<file path="src/emc_pkg.sv">
// constants shared by the multi-bit ecc capture block
//
// Overview of operation
// RL1: detect multi-bit data errors, never correct them
// RL2: capture visible only with multi-bit interrupt enabled
// RL3: capture aligned failing address offset
// RL4: capture erroneous data word, 64 or 32
// RL5: record privilege, requester, read/write for coupled memories
// RL6: size field fixed 64 instruction, 32 data
// RL7: syndrome not meaningful for multi-bit errors
// RL8: module and coupled ports share core clock
// RL9: on-chip RAM synchronous, divided from bus clock
// RL10: registers reached over register bus clock
// RL11: on-chip RAM runs at fixed 1:4 ratio
// RL12: up to three power sub-domains
// RL13: domain states follow low-power mode table
// RL14: bank 0 retention, 1-7 core, 8-15 gated
// RL15: single domain switched off via isolation
// RL16: code computed and checked every access
// RL17: status flag set only when status-enabled
// RL18: enabled errors ORed into one interrupt
// RL19: status flags clear on write one
// RL20: capture updates per error, holds otherwise
package emc_pkg;
  // ======
  // channels: 0 on-chip RAM, 1 instruction, 2 even, 3 odd half
  // ======
  localparam int NCH = 4;
  localparam int CH_SR = 0;
  localparam int CH_IC = 1;
  // ======
  // register map (byte addresses)
  // ======
  localparam logic [7:0] A_ECC_EN = 8'h00;
  localparam logic [7:0] A_STAT_EN = 8'h04;
  localparam logic [7:0] A_SIG_EN = 8'h08;
  localparam logic [7:0] A_STATUS = 8'h0C;
  localparam logic [7:0] A_PWR_CTL = 8'h10;
  localparam logic [7:0] A_PWR_STAT = 8'h14;
  // capture window 0x40..0x7F: addr[5:4] channel, addr[3:2] field
  localparam logic [1:0] CAP_SEL = 2'h1;
  localparam logic [1:0] F_ADDR = 2'h0;
  localparam logic [1:0] F_DLO = 2'h1;
  localparam logic [1:0] F_DHI = 2'h2;
  localparam logic [1:0] F_INFO = 2'h3;
  // reset values
  localparam logic [3:0] RST_EN = 4'h0;
  localparam logic [2:0] RST_PWR_CTL = 3'h7;
  // power control bits
  localparam int PC_KEEP = 0;
  localparam int PC_GATED = 1;
  localparam int PC_SINGLE = 2;
  // ======
  // error information layout
  // ======
  localparam int INFO_PRIV = 0;
  localparam int INFO_REQ = 1;
  localparam int INFO_WR = 3;
  localparam int INFO_SIZE = 4;
  localparam logic [1:0] SIZE_64 = 2'h3;
  localparam logic [1:0] SIZE_32 = 2'h2;
  localparam int ALIGN_64 = 3;
  localparam int ALIGN_32 = 2;
  // ======
  // bus answers, clock ratio, modes, banks
  // ======
  localparam logic [1:0] RESP_OKAY = 2'h0;
  localparam logic [1:0] RESP_SLVERR = 2'h2;
  localparam logic [1:0] SR_DIV_LAST = 2'h3;
  localparam logic [1:0] MODE_SYS_IDLE = 2'h0;
  localparam logic [1:0] MODE_LP_IDLE = 2'h1;
  localparam logic [1:0] MODE_SUSPEND = 2'h2;
  localparam logic [1:0] MODE_BATTERY = 2'h3;
  localparam int RET_LAST = 0;
  localparam int CORE_LAST = 7;
endpackage : emc_pkg

</file>
<file path="src/emc_code.sv">
// check-code generator and multi-bit detector for one word width
`timescale 1ns/1ps
`default_nettype none
module emc_code #(
  parameter int DW = 64
) (
  input wire logic [DW-1:0] data,
  input wire logic [7:0] check,
  output logic [7:0] gen,
  output logic multi,
  output logic single
);
  // ==========================================================
  // extended hamming: bits 6:0 position code, bit 7 parity
  // ==========================================================
  logic [7:0] syn; // difference of stored and fresh code
  logic par; // overall parity of the received word

  // position code: data bit k weighs k+1, so flipping two data bits
  // always leaves a nonzero position code with even parity
  always_comb begin
    gen = 8'h00;
    for (int k = 0; k < DW; k++) begin
      for (int j = 0; j < 7; j++) begin
        if (((k + 1) >> j) % 2 == 1) begin
          gen[j] = gen[j] ^ data[k];
        end
      end
    end
    gen[7] = (^data) ^ (^gen[6:0]);
    syn = gen ^ check;
    par = (^data) ^ (^check);
    multi = (syn[6:0] != 7'h00) && !par; // [RL1]
    single = par; // flagged only, no correction here [RL1]
  end
endmodule : emc_code
`default_nettype wire

</file>
<file path="src/emc_power.sv">
// power sub-domain and bank switching for the ram array
`timescale 1ns/1ps
`default_nettype none
module emc_power #(
  parameter bit THREE_DOMAIN = 1'b1,
  parameter int BANKS = 16
) (
  input wire logic clk,
  input wire logic rst_n,
  input wire logic [1:0] lp_mode,
  input wire logic [2:0] ctl,
  output logic [2:0] dom_on,
  output logic [2:0] dom_iso,
  output logic [BANKS-1:0] bank_on
);
  // ==========================================================
  // state
  // ==========================================================
  typedef struct packed {
    logic [2:0] on; // retention, core-following, gated
    logic [BANKS-1:0] banks;
  } emc_pwr_state_t;
  emc_pwr_state_t q_reg;
  emc_pwr_state_t q_next;
  logic [BANKS-1:0] bank_w; // per-bank power from its domain

  // each bank follows the domain it belongs to
  generate
    for (genvar b = 0; b < BANKS; b++) begin : g_bank
      if (!THREE_DOMAIN) begin : g_one
        assign bank_w[b] = q_next.on[0]; // [RL15]
      end else if (b <= emc_pkg::RET_LAST) begin : g_ret
        assign bank_w[b] = q_next.on[0]; // [RL14]
      end else if (b <= emc_pkg::CORE_LAST) begin : g_core
        assign bank_w[b] = q_next.on[1]; // [RL14]
      end else begin : g_gate
        assign bank_w[b] = q_next.on[2]; // [RL14]
      end
    end
  endgenerate

  // domain state per low-power mode
  always_comb begin
    q_next = q_reg;
    q_next.on = 3'h0;
    if (THREE_DOMAIN) begin
      case (lp_mode)
        emc_pkg::MODE_SYS_IDLE, emc_pkg::MODE_LP_IDLE: begin
          q_next.on[0] = 1'b1; // [RL13]
          q_next.on[1] = 1'b1; // [RL13]
          q_next.on[2] = ctl[emc_pkg::PC_GATED]; // [RL13]
        end
        emc_pkg::MODE_SUSPEND: begin
          q_next.on[0] = 1'b1; // [RL13]
          q_next.on[1] = ctl[emc_pkg::PC_KEEP]; // [RL13]
        end
        default: begin
          q_next.on = 3'h0; // battery-backed: all off [RL13]
        end
      endcase
    end else begin
      // one shared domain, cut by the isolation switch [RL15]
      q_next.on[0] = (lp_mode != emc_pkg::MODE_BATTERY)
                     && ctl[emc_pkg::PC_SINGLE];
    end
    q_next.banks = bank_w;
  end

  // registered so the switches never glitch
  always_ff @(posedge clk) begin
    if (!rst_n) begin
      q_reg <= '0;
    end else begin
      q_reg <= q_next;
    end
  end

  assign dom_on = q_reg.on; // [RL12]
  assign dom_iso = ~q_reg.on;
  assign bank_on = q_reg.banks;
endmodule : emc_power
`default_nettype wire

</file>
<file path="src/emc_top.sv">
// multi-bit ecc error capture with register slave and power control
`timescale 1ns/1ps
`default_nettype none
module emc_top #(
  parameter int AW = 20,
  parameter bit THREE_DOMAIN = 1'b1,
  parameter int BANKS = 16
) (
  input wire logic REF_CLK,
  input wire logic RESETN,
  // register slave
  input wire logic [7:0] AWADDR,
  input wire logic AWVALID,
  output logic AWREADY,
  input wire logic [31:0] WDATA,
  input wire logic [3:0] WSTRB,
  input wire logic WVALID,
  output logic WREADY,
  output logic [1:0] BRESP,
  output logic BVALID,
  input wire logic BREADY,
  input wire logic [7:0] ARADDR,
  input wire logic ARVALID,
  output logic ARREADY,
  output logic [31:0] RDATA,
  output logic [1:0] RRESP,
  output logic RVALID,
  input wire logic RREADY,
  // on-chip ram port, taken on the slow enable
  input wire logic SR_VALID,
  output logic SR_READY,
  input wire logic SR_WRITE,
  input wire logic [AW-1:0] SR_ADDR,
  input wire logic [63:0] SR_DATA,
  input wire logic [7:0] SR_CHECK,
  output logic [7:0] SR_GEN_CHECK,
  // instruction coupled port
  input wire logic IC_VALID,
  input wire logic IC_WRITE,
  input wire logic [AW-1:0] IC_ADDR,
  input wire logic [63:0] IC_DATA,
  input wire logic [7:0] IC_CHECK,
  input wire logic IC_PRIV,
  input wire logic [1:0] IC_REQ,
  output logic [7:0] IC_GEN_CHECK,
  // data coupled even half
  input wire logic DCE_VALID,
  input wire logic DCE_WRITE,
  input wire logic [AW-1:0] DCE_ADDR,
  input wire logic [31:0] DCE_DATA,
  input wire logic [7:0] DCE_CHECK,
  input wire logic DCE_PRIV,
  input wire logic [1:0] DCE_REQ,
  output logic [7:0] DCE_GEN_CHECK,
  // data coupled odd half
  input wire logic DCO_VALID,
  input wire logic DCO_WRITE,
  input wire logic [AW-1:0] DCO_ADDR,
  input wire logic [31:0] DCO_DATA,
  input wire logic [7:0] DCO_CHECK,
  input wire logic DCO_PRIV,
  input wire logic [1:0] DCO_REQ,
  output logic [7:0] DCO_GEN_CHECK,
  // power
  input wire logic [1:0] LP_MODE,
  output logic [2:0] DOMAIN_ON,
  output logic [2:0] DOMAIN_ISO,
  output logic [BANKS-1:0] BANK_PWR_ON,
  // single interrupt request
  output logic IRQ
);
  // ======
  // state: one packed struct
  // ======
  localparam int NCH_L = emc_pkg::NCH;
  typedef struct packed {
    logic aw_full; // write address held
    logic [7:0] aw_addr;
    logic w_full; // write data held
    logic [31:0] w_data;
    logic [3:0] w_strb;
    logic bvalid;
    logic [1:0] bresp;
    logic rvalid;
    logic [31:0] rdata;
    logic [1:0] rresp;
    logic [3:0] ecc_en; // per channel ecc enable
    logic [3:0] stat_en; // status enable
    logic [3:0] sig_en; // interrupt enable
    logic [3:0] status; // sticky multi-bit flags
    logic [2:0] pwr_ctl;
    logic [1:0] div; // slow ram divider
    logic irq;
    logic [NCH_L-1:0][AW-1:0] cap_addr;
    logic [NCH_L-1:0][63:0] cap_data;
    logic [NCH_L-1:0][7:0] cap_info;
    logic [NCH_L-1:0][7:0] gen;
  } emc_top_state_t;

  emc_top_state_t q_reg;
  emc_top_state_t q_next;

  // ======
  // channel gathering
  // ======
  logic tick; // one cycle in four, the slow ram rate
  logic [NCH_L-1:0] acc; // access taken this cycle
  logic [NCH_L-1:0] wr;
  logic [NCH_L-1:0] prv;
  logic [NCH_L-1:0][1:0] req;
  logic [NCH_L-1:0][AW-1:0] addr;
  logic [NCH_L-1:0][63:0] data;
  logic [NCH_L-1:0][7:0] chk;
  logic [NCH_L-1:0][7:0] gen_w;
  logic [NCH_L-1:0] multi_w;
  logic [2:0] dom_on_w;

  // ram side runs synchronous to the bus at a fixed 1:4 ratio,
  // so it is an enable, not a second clock [RL9] [RL11]
  assign tick = (q_reg.div == emc_pkg::SR_DIV_LAST);
  assign SR_READY = tick;

  // coupled ports all on the core clock [RL8]
  assign acc = {DCO_VALID, DCE_VALID, IC_VALID, SR_VALID && tick};
  assign wr = {DCO_WRITE, DCE_WRITE, IC_WRITE, SR_WRITE};
  assign prv = {DCO_PRIV, DCE_PRIV, IC_PRIV, 1'b0};
  assign req = {DCO_REQ, DCE_REQ, IC_REQ, 2'h0};
  assign addr = {DCO_ADDR, DCE_ADDR, IC_ADDR, SR_ADDR};
  assign data = {32'h0, DCO_DATA, 32'h0, DCE_DATA, IC_DATA, SR_DATA};
  assign chk = {DCO_CHECK, DCE_CHECK, IC_CHECK, SR_CHECK};

  // one checker per channel, wide or half width
  generate
    for (genvar c = 0; c < NCH_L; c++) begin : g_chk
      if (c <= emc_pkg::CH_IC) begin : g_w64
        emc_code #(.DW(64)) u_code (
          .data(data[c]),
          .check(chk[c]),
          .gen(gen_w[c]),
          .multi(multi_w[c]),
          .single()
        );
      end else begin : g_w32
        emc_code #(.DW(32)) u_code (
          .data(data[c][31:0]),
          .check(chk[c]),
          .gen(gen_w[c]),
          .multi(multi_w[c]),
          .single()
        );
      end
    end
  endgenerate

  // power sub-domains
  emc_power #(.THREE_DOMAIN(THREE_DOMAIN), .BANKS(BANKS)) u_power (
    .clk(REF_CLK),
    .rst_n(RESETN),
    .lp_mode(LP_MODE),
    .ctl(q_reg.pwr_ctl),
    .dom_on(dom_on_w),
    .dom_iso(DOMAIN_ISO),
    .bank_on(BANK_PWR_ON)
  );
  assign DOMAIN_ON = dom_on_w;

  // ======
  // helpers
  // ======
  // known word address of the map
  function automatic logic hit(input logic [7:0] a);
    hit = (a[1:0] == 2'h0) && ((a[7:6] == emc_pkg::CAP_SEL)
          || (a <= emc_pkg::A_PWR_STAT));
  endfunction : hit

  // byte-lane merge for a small register in lane 0
  function automatic logic [3:0] lane0(input logic [3:0] old,
                                       input logic [31:0] d,
                                       input logic [3:0] s);
    lane0 = s[0] ? d[3:0] : old;
  endfunction : lane0

  // read multiplexer
  function automatic logic [31:0] rd(input emc_top_state_t s,
                                     input logic [7:0] a,
                                     input logic [2:0] dom);
    logic [1:0] ch;
    ch = a[5:4];
    rd = 32'h0;
    if (a[7:6] == emc_pkg::CAP_SEL) begin
      case (a[3:2])
        emc_pkg::F_ADDR: rd = 32'(s.cap_addr[ch]); // [RL3]
        emc_pkg::F_DLO: rd = s.cap_data[ch][31:0]; // [RL4]
        emc_pkg::F_DHI: rd = s.cap_data[ch][63:32]; // [RL4]
        default: rd = {24'h0, s.cap_info[ch]}; // [RL5]
      endcase
    end else begin
      case (a)
        emc_pkg::A_ECC_EN: rd = {28'h0, s.ecc_en};
        emc_pkg::A_STAT_EN: rd = {28'h0, s.stat_en};
        emc_pkg::A_SIG_EN: rd = {28'h0, s.sig_en};
        emc_pkg::A_STATUS: rd = {28'h0, s.status};
        emc_pkg::A_PWR_CTL: rd = {29'h0, s.pwr_ctl};
        emc_pkg::A_PWR_STAT: rd = {29'h0, dom};
        default: rd = 32'h0;
      endcase
    end
  endfunction : rd

  // ======
  // next state
  // ======
  // registers over the bus, on the bus clock [RL10]
  always_comb begin
    q_next = q_reg;
    q_next.div = tick ? 2'h0 : q_reg.div + 2'h1;
    // write address and data taken in either order
    if (AWVALID && AWREADY) begin
      q_next.aw_full = 1'b1;
      q_next.aw_addr = AWADDR;
    end
    if (WVALID && WREADY) begin
      q_next.w_full = 1'b1;
      q_next.w_data = WDATA;
      q_next.w_strb = WSTRB;
    end
    if (BVALID && BREADY) begin
      q_next.bvalid = 1'b0;
    end
    // both halves held: perform the write, then answer
    if (q_reg.aw_full && q_reg.w_full && !q_reg.bvalid) begin
      q_next.aw_full = 1'b0;
      q_next.w_full = 1'b0;
      q_next.bvalid = 1'b1;
      q_next.bresp = hit(q_reg.aw_addr) ? emc_pkg::RESP_OKAY
                                        : emc_pkg::RESP_SLVERR;
      case (q_reg.aw_addr)
        emc_pkg::A_ECC_EN: begin
          q_next.ecc_en = lane0(q_reg.ecc_en, q_reg.w_data, q_reg.w_strb);
        end
        emc_pkg::A_STAT_EN: begin
          q_next.stat_en = lane0(q_reg.stat_en, q_reg.w_data, q_reg.w_strb);
        end
        emc_pkg::A_SIG_EN: begin
          q_next.sig_en = lane0(q_reg.sig_en, q_reg.w_data, q_reg.w_strb);
        end
        emc_pkg::A_STATUS: begin
          // ones clear, zeros leave the flag alone [RL19]
          if (q_reg.w_strb[0]) begin
            q_next.status = q_reg.status & ~q_reg.w_data[3:0];
          end
        end
        emc_pkg::A_PWR_CTL: begin
          if (q_reg.w_strb[0]) begin
            q_next.pwr_ctl = q_reg.w_data[2:0];
          end
        end
        default: begin
          // read-only or unmapped: nothing stored
        end
      endcase
    end
    // read path: one outstanding read
    if (RVALID && RREADY) begin
      q_next.rvalid = 1'b0;
    end
    if (ARVALID && ARREADY) begin
      q_next.rvalid = 1'b1;
      q_next.rdata = rd(q_reg, ARADDR, dom_on_w);
      q_next.rresp = hit(ARADDR) ? emc_pkg::RESP_OKAY
                                 : emc_pkg::RESP_SLVERR;
    end
    // error detection per channel
    for (int c = 0; c < NCH_L; c++) begin
      if (acc[c] && q_reg.ecc_en[c]) begin
        // code offered back on every access, read or write [RL16]
        q_next.gen[c] = gen_w[c];
        if (multi_w[c]) begin
          // flag applied after the clear, so a new error wins [RL17]
          if (q_reg.stat_en[c]) begin
            q_next.status[c] = 1'b1;
          end
          // capture only when software can see it [RL2] [RL20]
          if (q_reg.sig_en[c]) begin
            q_next.cap_addr[c] = addr[c];
            if (c <= emc_pkg::CH_IC) begin
              q_next.cap_addr[c][emc_pkg::ALIGN_64-1:0] = '0; // [RL3]
            end else begin
              q_next.cap_addr[c][emc_pkg::ALIGN_32-1:0] = '0; // [RL3]
            end
            q_next.cap_data[c] = data[c]; // raw word kept [RL4]
            q_next.cap_info[c] = 8'h00; // syndrome not reported [RL7]
            if (c != emc_pkg::CH_SR) begin
              q_next.cap_info[c][emc_pkg::INFO_PRIV] = prv[c]; // [RL5]
              q_next.cap_info[c][emc_pkg::INFO_REQ+:2] = req[c]; // [RL5]
              q_next.cap_info[c][emc_pkg::INFO_WR] = wr[c]; // [RL5]
              q_next.cap_info[c][emc_pkg::INFO_SIZE+:2] =
                (c == emc_pkg::CH_IC) ? emc_pkg::SIZE_64
                                      : emc_pkg::SIZE_32; // [RL6]
            end
          end
        end
      end
    end
    // all enabled flags merge into one request [RL18]
    q_next.irq = |(q_next.status & q_next.sig_en);
  end

  // ======
  // state register
  // ======
  // synchronous reset to constants only
  always_ff @(posedge REF_CLK) begin
    if (!RESETN) begin
      q_reg <= '0;
      q_reg.ecc_en <= emc_pkg::RST_EN;
      q_reg.pwr_ctl <= emc_pkg::RST_PWR_CTL;
    end else begin
      q_reg <= q_next;
    end
  end

  // ======
  // outputs
  // ======
  // ready terms are combinational, data from flip-flops
  assign AWREADY = !q_reg.aw_full;
  assign WREADY = !q_reg.w_full;
  assign BVALID = q_reg.bvalid;
  assign BRESP = q_reg.bresp;
  assign ARREADY = !q_reg.rvalid;
  assign RVALID = q_reg.rvalid;
  assign RDATA = q_reg.rdata;
  assign RRESP = q_reg.rresp;
  assign SR_GEN_CHECK = q_reg.gen[0];
  assign IC_GEN_CHECK = q_reg.gen[1];
  assign DCE_GEN_CHECK = q_reg.gen[2];
  assign DCO_GEN_CHECK = q_reg.gen[3];
  assign IRQ = q_reg.irq;
endmodule : emc_top
`default_nettype wire

</file>
<file path="config.mk">
export PLATFORM = sky130hd
export DESIGN_NAME = emc_top
export DESIGN_NICKNAME = d
export VERILOG_FILES = /design/src/emc_pkg.sv /design/src/emc_code.sv /design/src/emc_power.sv /design/src/emc_top.sv
export SDC_FILE = /design/constraint.sdc
export NUM_CORES = 1
export LEC_CHECK = 0
export BUFFER_PORTS_ARGS = -buffer_cell sky130_fd_sc_hd__buf_2
export CORE_MARGIN = 5
export CORE_UTILIZATION = 55
export DETAILED_ROUTE_END_ITERATION = 10
export GPL_ROUTABILITY_DRIVEN = 0
export PLACE_DENSITY = 0.81
export SLEW_MARGIN = 20
export SYNTH_ARGS = -nofsm -noshare
export SYNTH_HDL_FRONTEND = slang
export SYNTH_SLANG_ARGS = --single-unit
export TNS_END_PERCENT = 30
</file>
<file path="constraint.sdc">
create_clock -name REF_CLK -period 5.4 [get_ports REF_CLK]
set_clock_uncertainty 0.05 [all_clocks]
set_input_delay 0.54 -clock REF_CLK [delete_from_list [all_inputs] [get_ports REF_CLK]]
set_output_delay 0.54 -clock REF_CLK [all_outputs]
set_load 0.1 [all_outputs]
</file>
Word level (Yosys, flattened, before mapping) --
Index checks and enable logic that the tools add are counted. Widths: inputs -> output; s select.
Storage, ports and cells: bits in registers 394, input bits 382, output and inout bits 97, logic and storage cells 692
Operators by class: add/subtract/negate cells 1, order comparisons 3, equality and inequality tests 16, mux-type cells 36, bitwise operators 539, reduce and logical (&&, ||, !) cells 63
Operators with widths (count):
- $xor 1x1->1 | 530
- $bmux 64 s2 | 1
- $reduce_xor 64->1 | 2
- $pmux 32 s3 | 1
- $mux 64 | 1
- $reduce_xor 32->1 | 2
- $bmux 20 s2 | 1
- $mux 35 | 1
- $eq 8x4->1 const B | 4
- $mux 32 | 1
- $reduce_xor 8->1 | 4
- $reduce_bool 7->1 | 4
- $reduce_xor 7->1 | 4
- $eq 8x5->1 const B | 3
- $pmux 4 s6 | 1
- $reduce_and 3->1 | 7
- $mux 20 | 1
- $logic_and 1x1->1 | 18
- $bmux 8 s2 | 1
- $eq 8x3->1 const B | 2
- $le 8x5->1 const B | 2
- $logic_not 8->1 | 2
- $mux 4 | 4
- $mux 1 | 15
- other kinds (21) | 46

Depth between registers and ports, before layout --
Gate-level depths: netlist of run 1.
depth in word-level cells 38, depth in mapped cells 12, mapped depth without buffers 9

By module --
A second synthesis of run 1 with hierarchy kept.
Unflattened totals: cells, all modules 2385, area, all modules 22237.6 um^2
Modules (own cells, without submodules):
- emc_top | instances 1, cells an instance 1918, area an instance 16995.0 um^2, seq. area each 7647.3 um^2
- emc_code (g_chk[0].g_w64.u_code ...) | instances 2, cells an instance 144, area an instance 1652.8 um^2, seq. area each 0.0 um^2
- emc_code (g_chk[2].g_w32.u_code ...) | instances 2, cells an instance 76, area an instance 858.3 um^2, seq. area each 0.0 um^2
- emc_power | instances 1, cells an instance 27, area an instance 220.2 um^2, seq. area each 60.1 um^2

Worst setup path before layout of run 1 --
No wires, ideal clock.
path type in2reg, start point input IC_DATA[28], end point register q_reg[159] (netlist name), library setup time 0.132 ns, arrival 3.119 ns, required time 5.218 ns, setup slack 2.099 ns, stages 11, buffers on the path 2, cells stage by stage xor3_1 xnor3_2 xnor3_1 xnor3_1 xnor2_1 or2_1 o22a_1 buf_4 buf_2 o21ai_0 a21oi_1
On the way: longest elaborated chain between the ends 23, elaborated cells on any way between the ends 82, those cells by class 77 x bitwise; 5 x reduce/logical
RTL lines:
- start, declared | RTL line emc_top.sv:41 | input wire logic [63:0] IC_DATA,
- $xor 1x1->1 (19 in a row) | RTL line emc_code.sv:26 | gen[j] = gen[j] ^ data[k];
- $xor 7x7->7 | RTL line emc_code.sv:31 | syn = gen ^ check;
- $reduce_bool 7->1 | RTL line emc_code.sv:33 | multi = (syn[6:0] != 7'h00) && !par;
- $logic_and 1x1->1 (*) | RTL line emc_code.sv:33
- $reduce_and 3->1 (no line) (*)
- end signal, assigned | RTL line emc_top.sv:319 | q_reg <= q_next;
- end, declared | RTL line emc_top.sv:100 | emc_top_state_t q_reg;
Every way passes the cells marked *; elsewhere a longest branch is shown, timed or not. A chain may end at the register's enable or synchronous reset.

Final worst setup path of run 1 --
start point input SR_DATA[62], end point register q_reg[326] (netlist name)
On the way: longest elaborated chain between the ends 5, elaborated cells on any way between the ends 13, those cells by class 8 x bitwise; 5 x reduce/logical
RTL lines:
- start, declared | RTL line emc_top.sv:34 | input wire logic [63:0] SR_DATA,
- $reduce_xor 64->1 or $xor 1x1->1 (tied branches) | RTL line emc_code.sv:32, emc_code.sv:26
- $xor 1x1->1 or $xor 7x7->7 (tied branches) | RTL line emc_code.sv:32, emc_code.sv:31
- $logic_not 1->1 or $reduce_bool 7->1 (tied branches) | RTL line emc_code.sv:33
- $logic_and 1x1->1 (*) | RTL line emc_code.sv:33
- $reduce_and 3->1 (no line) (*)
Marks and branches as above.

==> reports/metrics.cfg, run 1 <==
[clock_network]
cts_root_buf = clkbuf_16
clock_sinks = 383
cts.repair.resized = 0
cts_made_buffers = 42
post-cts-setup-buffers = 0
cts_tree = built
clkSlewWorstSetupHoldPaths_ps = 60
cts_hold_buf = 0
clk_path_buf_depth = 3
worstSkewPairLatency_ps = 560
htreeDepth = 2

[grt]
antenna_found_initial = 12
grt_pass1_wl_um = 110000
grt_overflow = 0
grt_max_degree = 178
grt_pass1_vias = 18362
grt_use_total_pct = 32.7

[timing]
hold_viol_final = 0
fin_crit_sh_pct = 70.0
worst_pin_slew_ps = 962
finalCriticalPeriod_ps = 3780
rsz0062_at_grt = no
fmax_ghz = 0.264
slew_headroom_pct = 35.6
slew_violations = 0
finalSetupViolations = 0
hold-worst-slack_ps = 117
fin_tns_setup_ps = 0

[logic_synthesis]
ys_warn_count = 0
yosys-top-cells-area = dfxtp_1, mux2i_1, xnor2_1
synth_top_area_share_pct = 35.2
synthCells = 2241
synth_cell_types = 59
syn_area_mm2 = 0.0218
synth_top_area_cell = dfxtp_1
synth_common_cells = dfxtp_1, xnor2_1, nor2_1, mux2i_1, a21oi_1
synth-seq-area-share_pct = 35.2
synth.most_common_cell = dfxtp_1
synth_edf_count = 0
synthFlopType = dfxtp_1
ys_ff_latch = 383
syn_area_per_cell_um2 = 9.71
synth-async-reset-ratio_pct = 0

[detailed_routing]
totalWireLength_um = 74900
via_count = 18550
drtIter0Drc = 2118
drt-pass1-iter-count = 6
drtAntennaViolNets = 0
via_per_inst = 6.08
drc_errors = 0
routedWlPerCell_um = 24.5

[floorplan]
die_w_um = 209
start_util_pct = 55.9
coreArea_mm2 = 0.0389
io-pin-count = 479
core.rowCount = 72
dieArea_mm2 = 0.0436
die_y_um = 209

[power_and_ir_drop]
p_int_uw = 6460
comb_power_share_pct = 44.3
netSwitchingPower_uw = 4290
seqPwrFrac_pct = 26.6
p_leak_uw = 0.0104
clkPwrFrac_pct = 29.2
p_per_area_mw_per_mm2 = 429
vdd_drop_max_mv = 0.993
totalPowerFinal_uw = 10700
swShare_pct = 39.9

[critical_path]
crit_path_max_fanout = 38
critPathKind = in2reg
crit_arrival_ps = 4140
critPathRequiredTime_ps = 5750
crit_path_start_kind = input port
worst_setup_path_end_kind = flip-flop

[layout]
layout-drive-gt1-share_pct = 23.8
finalNetCount = 2875
fillCellCount = 3119
seq_area_mm2 = 0.00767
area_growth_syn_to_layout_pct = 15.2
stdcell_count = 3053
largest_register_ff_count = 313
multi_input_area_mm2 = 0.0127

[outcome]
outcome = finished, final reports clean

[worst_hold_path]
hold_class = in2reg

[placed_design]
dp.cells = 2966
hpwlAfterDp_um = 56900
io_buffers = 432

[run]
cap_violations = 0

-- worst paths after layout --
path | startpoint | end | cells past startpoint | slack [ps]
setup / recovery | SR_DATA[62] | q_reg[326]$_SDFFE_PN0P_ | 11 | 1620
hold / removal | RREADY | RVALID$_SDFFE_PN0P_ | 2 | 120
setup reg to reg | q_reg[401]$_SDFF_PP0_ | q_reg[326]$_SDFFE_PN0P_ | 7 | 2490
hold reg to reg | q_reg[401]$_SDFF_PP0_ | q_reg[401]$_SDFF_PP0_ | 1 | 380
-- layout make-up --
class                   count  share of cell area (%)
multi-input cells        1601                    50.9
repair buffers            451                    9.56
inverters                  13                   0.225
well taps                 518                    2.59
clock inverters            17                   0.909
flip-flops and latches    383                    30.6
clock buffers              60                    5.16
diodes                     10                  0.0999
-- layer usage --
metal,track usage (%),wire length (um),up-vias
li1,-,-,8292
met1,39.6,27200,8930
met2,54.8,36200,1084
met3,6.88,6900,236
met4,17.3,4550,8
met5,0,48,-
-- per-stage QoR --
step | utilization [%] | setup WS [ps] | cell area (um2)
3_5_place_dp | 60.4 | 1140 | 23500
5_1_grt | 64.4 | 1480 | 25000
2_1_floorplan | - | 2100 | 21800
4_1_cts | 64.3 | 1720 | 25000
3_3_place_gp | 60.4 | 1300 | 23500
6_report | 64.4 | 1620 | 25100
-- cell families (layout without fill, tap and decap cells) --
family	count (synthesis)	count (layout)	share of synthesized area, %
and+or+nand+nor	500	500	10.3
AOI/OAI and AO/OA	440	440	11.4
xor gates and xnor gates	391	391	21.4
DFF	383	383	35.2
muxes	265	265	15.2
buffers and inverters	260	541	6.45
adders and majority gates	1	1	0.0575
other	1	14	0.0172
-- power groups by stage --
stage	Combinational (uW)	Sequential, uW	Clock, uW
after floorplan	3630	2930	0
after global placement	4530	2920	0
after detailed placement	4630	2920	0
after CTS	4650	2860	3150
after global routing	5020	2860	3260
final	4760	2860	3130
-- worst max-delay path, cell delays in order --
cell,delay (ps)
buf_2,170
xnor2_1,430
xnor3_1,420
xnor2_1,290
xor3_1,490
xnor2_1,180
and4b_1,240
a31oi_4,640
buf_12,360
mux2i_1,260
nor2_1,60
-- layout by cell type (no fill, tap or decap), types with 6 or more instances in the layout --
master       n
buf_12       7
a21oi_1    173
mux2i_1    209
xor2_1      69
o2bb2ai_1    6
inv_1       12
buf_4       13
o21ai_0    137
clkbuf_8    11
nor3_1      10
clkbuf_16   45
clkinv_2     6
xor3_1       8
a211oi_1    26
dfxtp_1    383
o22ai_1     14
nor2_1     229
nor2b_1     13
buf_2      431
nand3_1    151
a22oi_1     27
nand2_1     56
mux4_2      51
nor3b_1      6
diode_2     10
o21ai_1     24
xnor3_1     77
a21boi_0     6
nand4_1      6
xnor2_1    233
No activity file was read; power rests on OpenSTA's default activity.
==> inputs of run 2 (changes only) <==
Settings changed: ABC_AREA set to 1, PLACE_DENSITY 0.81 to 0.79.
Clock period 5.4 ns to 3.5 ns, I/O delays scaled along.
==> reports/metrics.cfg, run 2 <==
[clock_network]
cts.repair.resized = 0  ; unchanged
cts_root_buf = clkbuf_16
cts_made_buffers = 44  ; +4.8%
cts_tree = built
clkSlewWorstSetupHoldPaths_ps = 60  ; about the same
clk_path_buf_depth = 3  ; unchanged
htreeDepth = 2  ; unchanged
clock_sinks = 383  ; unchanged
worstSkewPairLatency_ps = 570  ; about the same

[critical_path]
slowest_stage = dlygate4sd3_1
critPathRequiredTime_ps = 3950  ; -1800 ps
crit_path_max_fanout = 35  ; -7.9%
path_buf_inv = 8  ; +6
critPathKind = in2reg
max_stage_delay_ps = 560  ; -80 ps
crit_top_cell = nand2_1
crit_path_start_kind = input port
critPathTopFamily = simple AND/OR/NAND/NOR gates
crit_arrival_ps = 3590  ; -550 ps
worst_setup_path_end_kind = flip-flop

[timing]
rsz0062_at_grt = no
slew_violations = 0  ; unchanged
slew_headroom_pct = 36.2  ; +0.58 points
worst_pin_slew_ps = 957  ; -5.11 ps
fin_tns_setup_ps = 0  ; unchanged
finalCriticalPeriod_ps = 3140
finalSetupViolations = 0  ; unchanged
fin_crit_sh_pct = 89.6
hold_viol_final = 0  ; unchanged
fmax_ghz = 0.319

[power_and_ir_drop]
p_leak_uw = 0.0161  ; +55%
vdd_drop_max_mv = 0.323  ; -68%
p_per_area_mw_per_mm2 = 428  ; -0.16%

[worst_hold_path]
hold_class = in2reg

[grt]
grt_pass1_wl_um = 138000  ; +25%
grt_use_total_pct = 32.7  ; about the same
grt_pass1_vias = 24974  ; +36%
grt_overflow = 0  ; unchanged
grt_max_degree = 151  ; -15%
antenna_found_initial = 10  ; -2

[floorplan]
io-pin-count = 479  ; unchanged
coreArea_mm2 = 0.0477  ; +23%
start_util_pct = 55.7  ; -0.19 points
core.rowCount = 80  ; +11%
dieArea_mm2 = 0.0529  ; +21%
die_w_um = 230  ; +10%
die_y_um = 230  ; +10%

[layout]
largest_register_ff_count = 313  ; unchanged
layout-drive-gt1-share_pct = 12.5  ; -11 points
seq_area_mm2 = 0.00767  ; unchanged
fin_area_mm2 = 0.0305  ; +22%
layout_commonest_cell = nand2_1
mostFrequentLayoutCells = nand2_1, inv_1, nor2_1
area_growth_syn_to_layout_pct = 14.6
multi_input_area_mm2 = 0.0149  ; +17%
finalNetCount = 5077  ; +77%
fillCellCount = 4446  ; +43%

[outcome]
outcome = finished, final reports clean

[logic_synthesis]
ys_warn_count = 0  ; unchanged
synth-seq-area-share_pct = 28.8  ; -6.4 points
synth_top_area_cell = dfxtp_1
syn_area_per_cell_um2 = 6.05  ; -38%
ys_ff_latch = 383  ; unchanged
synth_cell_types = 47  ; -20%
synth_top_area_share_pct = 28.8  ; -6.4 points
synth_edf_count = 0  ; unchanged
synth_common_cells = nand2_1, inv_1, nor2_1, dfxtp_1, a21oi_1
yosys-top-cells-area = dfxtp_1, nand2_1, inv_1
synth.most_common_cell = nand2_1
syn_area_mm2 = 0.0266  ; +22%
synth-async-reset-ratio_pct = 0  ; unchanged
synthCells = 4398  ; +96%
synthFlopType = dfxtp_1

[detailed_routing]
totalWireLength_um = 91500  ; +22%
drtIter0Drc = 2695  ; +27%
routedWlPerCell_um = 17.1  ; -30%
drtAntennaViolNets = 0  ; unchanged
drt-pass1-iter-count = 7  ; +1
via_per_inst = 5.22  ; -14%
via_count = 27911  ; +50%
drc_errors = 0  ; unchanged

[run]
cap_violations = 0  ; unchanged

[placed_design]
placed_area_mm2 = 0.0285  ; +21%
io_buffers = 432  ; unchanged
hpwlAfterDp_um = 71000  ; +25%

==> run 2: logic make-up (layout without fill, tap and decap cells) <==
logic type      after synthesis  in the layout  synth area share [%]
fa+ha+maj                     1              1                0.0470
simple gates               2072           2072                  30.7
xor+xnor                    356            356                  12.0
flops                       383            383                  28.8
other cells                   1             10                0.0141
compound gates              650            650                  13.3
buf+inv                     935           1262                  15.1
==> run 2: repair_timing <==
item / 4_1_cts / 5_1_grt
hold buffers: 57 / 0
setup buffers: 0 / 0
hold endpoints to repair: 58 / 0
==> run 2: worst paths after layout <==
kind	depth (start not counted)	endpoint	slack, ps	from
setup / recovery	25	q_reg[352]$_SDFFE_PN0P_	360	IC_DATA[27]
setup reg to reg	5	q_reg[194]$_SDFFE_PN0P_	1030	q_reg[420]$_SDFFE_PN0P_
hold / removal	3	q_reg[144]$_SDFFE_PN0P_	20	IC_DATA[16]
hold reg to reg	1	q_reg[401]$_SDFF_PP0_	380	q_reg[401]$_SDFF_PP0_
==> run 2: where the power goes <==
group | switching [uW] | total [uW] | internal, uW
Sequential | 19.0 | 4410 | 4390
Combinational | 2730 | 4130 | 1390
Clock | 1940 | 4510 | 2580
==> run 2: cell type report <==
class	instances	share of cell area, %
diodes	6	0.0493
clock buffers	63	4.24
clock inverters	17	0.370
inverters	645	7.95
multi-input cells	3083	49.0
flip-flops and latches	383	25.2
well taps	615	2.53
repair buffers	537	10.7
==> run 2: worst register-to-register path, delay by kind of cell, from the launching register on <==
| kind | cells | cell delay (ps) |
|---|---|---|
| buf+inv | 1 | 460 |
| compound gates | 2 | 730 |
| simple gates | 2 | 740 |
| flops | 1 | 370 |
==> run 2: routing by layer <==
layer  GRT usage [%]  routed length (um)  part of all wire (%)
met5               0                  55                 0.060
met2            53.1               41400                    45
met4            12.7                3950                   4.3
met3            4.93                8040                   8.8
met1            43.9               38000                    42
==> run 2: stage by stage <==
step	utilization (%)	setup WS (ps)	cells	total power, uW	hold slack, ps
CTS	63.8	415	5343	13000	1.51
detailed placement	59.6	157	5206	8490	377
global route	63.8	74.8	5348	13700	18.2
global placement	59.6	294	5206	8400	369
floorplan	-	373	4401	7470	354
finish	63.8	365	5349	13000	21.8
==> inputs of run 3 (changes only) <==
Settings changed: PLACE_DENSITY 0.79 to 0.77.
==> reports/metrics.cfg, run 3 (same netlist as run 2, synthesis figures left out) <==
[detailed_routing]
totalWireLength_um = 90600  ; -1.0%
drtAntennaViolNets = 0  ; unchanged
drt-pass1-iter-count = 7  ; unchanged
drc_errors = 0  ; unchanged
via_count = 27682  ; -0.82%
routedWlPerCell_um = 17.0  ; -0.80%
via_per_inst = 5.19  ; -0.62%
drtIter0Drc = 3230  ; +20%

[outcome]
outcome = finished, final reports clean

[layout]
mostFrequentLayoutCells = nand2_1, inv_1, nor2_1
layout-drive-gt1-share_pct = 12.2  ; -0.24 points
largest_register_ff_count = 313  ; unchanged
layout_commonest_cell = nand2_1
fillCellCount = 4498  ; +1.2%
area_growth_syn_to_layout_pct = 14.4
finalNetCount = 5065  ; -0.24%

[floorplan]
dieArea_mm2 = 0.0529  ; unchanged
io-pin-count = 479  ; unchanged
die_w_um = 230  ; unchanged
die_y_um = 230  ; unchanged
core.rowCount = 80  ; unchanged
coreArea_mm2 = 0.0477  ; unchanged
start_util_pct = 55.7  ; unchanged

[power_and_ir_drop]
seqPwrFrac_pct = 33.4  ; -0.4 points
vdd_drop_max_mv = 0.435  ; +35%
comb_power_share_pct = 31.2  ; -0.4 points
clkPwrFrac_pct = 35.4  ; +0.8 points
totalPowerFinal_uw = 13200  ; +0.97%
p_leak_uw = 0.0161  ; -0.22%
p_per_area_mw_per_mm2 = 433  ; +1.1%
p_int_uw = 8540  ; +2.2%
netSwitchingPower_uw = 4630  ; -1.3%
swShare_pct = 35.1  ; -0.81 points

[grt]
grt_overflow = 0  ; unchanged
grt_use_total_pct = 32.5  ; -0.17 points
antenna_found_initial = 11  ; +1
grt_pass1_vias = 24659  ; -1.3%
grt_pass1_wl_um = 137000  ; -0.65%
grt_max_degree = 126  ; -17%

[critical_path]
critPathRequiredTime_ps = 3910  ; -40 ps
worst_setup_path_end_kind = flip-flop
crit_path_max_fanout = 40  ; +14%
crit_arrival_ps = 3540  ; -50 ps
critPathKind = in2reg
crit_path_start_kind = input port
reg2reg_slack_ps = 1120  ; +90 ps

[clock_network]
worstSkewPairLatency_ps = 580  ; about the same
clkSlewWorstSetupHoldPaths_ps = 60  ; about the same
cts_root_buf = clkbuf_16
clk_path_buf_depth = 3  ; unchanged
htreeDepth = 2  ; unchanged
cts_tree = built
cts_made_buffers = 43  ; -2.3%
clock_sinks = 383  ; unchanged

[timing]
hold_viol_final = 0  ; unchanged
worst_pin_slew_ps = 770  ; -187 ps
finalCriticalPeriod_ps = 3130  ; -7.43 ps
fmax_ghz = 0.320  ; +0.24%
slew_violations = 0  ; unchanged
rsz0062_at_grt = no
finalSetupViolations = 0  ; unchanged
fin_crit_sh_pct = 89.4  ; -0.21 points
slew_headroom_pct = 48.1  ; +12 points
fin_tns_setup_ps = 0  ; unchanged

[worst_hold_path]
hold_class = in2reg

[placed_design]
io_buffers = 432  ; unchanged
hpwlAfterDp_um = 70000  ; -1.4%

[run]
cap_violations = 0  ; unchanged

==> run 3: power by group through the flow <==
stage / clock network (uW) / registers (uW) / logic, uW
final: 4660 / 4410 / 4110
after global placement: 0 / 4500 / 3910
after detailed placement: 0 / 4500 / 3980
after CTS: 4700 / 4410 / 4050
after global routing: 4890 / 4410 / 4560
after floorplan: 0 / 4520 / 2950
==> run 3: critical path, cell delays in order <==
cell and delay [ps]:
dlygate4sd3_1 570, buf_2 160, inv_1 110, nand2_1 60
nand2_1 60, nand2_1 50, nand2_1 160, inv_1 110
xor2_1 190, nand2_1 70, nand2_1 70, nand3_1 90
nand2_1 80, nand2_1 50, nand2_1 110, inv_2 50
nand2_1 50, nand2_1 260, nand3_4 240, buf_12 220
buf_12 200, nand2_1 70, nand2_1 60, nor2_1 50
==> run 3: through the flow <==
step	area, um2	cells	setup slack [ps]	utilization (%)	hold WS (ps)
floorplan	26600	4401	373	-	354
global placement	28400	5199	275	59.6	370
detailed placement	28400	5199	237	59.6	374
CTS	30400	5329	317	63.7	0.730
global route	30400	5337	32.7	63.7	31.7
finish	30400	5338	372	63.7	19.9
==> run 3: area by class of cell <==
cell class | count | area, um2 | area share (%)
Multi-Input combinational cell | 3083 | 14900 | 49.1
Sequential cell | 383 | 7670 | 25.2
Timing Repair Buffer | 526 | 3170 | 10.4
Inverter | 645 | 2420 | 7.96
Clock buffer | 65 | 1250 | 4.11
Tap cell | 615 | 769 | 2.53
Clock inverter | 13 | 188 | 0.617
Antenna cell | 8 | 20.0 | 0.0658
==> run 3: layer usage <==
layer	global-route usage [%]	part of all wire (%)
met5	0	0.067
met3	4.47	9.0
met2	51.8	44
met4	11.3	3.8
met1	45.4	43
==> run 3: final timing paths <==
path,from,to,depth (start not counted)
max,IC_DATA[27],q_reg[358]$_SDFFE_PN0P_,24
min,IC_DATA[25],q_reg[153]$_SDFFE_PN0P_,3
max reg2reg,q_reg[496]$_SDFFE_PP0P_,IRQ$_SDFF_PN0_,11
min reg2reg,q_reg[401]$_SDFF_PP0_,q_reg[401]$_SDFF_PP0_,1
==> run 3: repair_timing <==
action                                  4_1_cts  5_1_grt
hold buffers                                 52        0
endpoints found under the setup margin        0       46
gates resized for setup                       0        2
buffers inserted                              0        1
hold endpoints to repair                     52        0
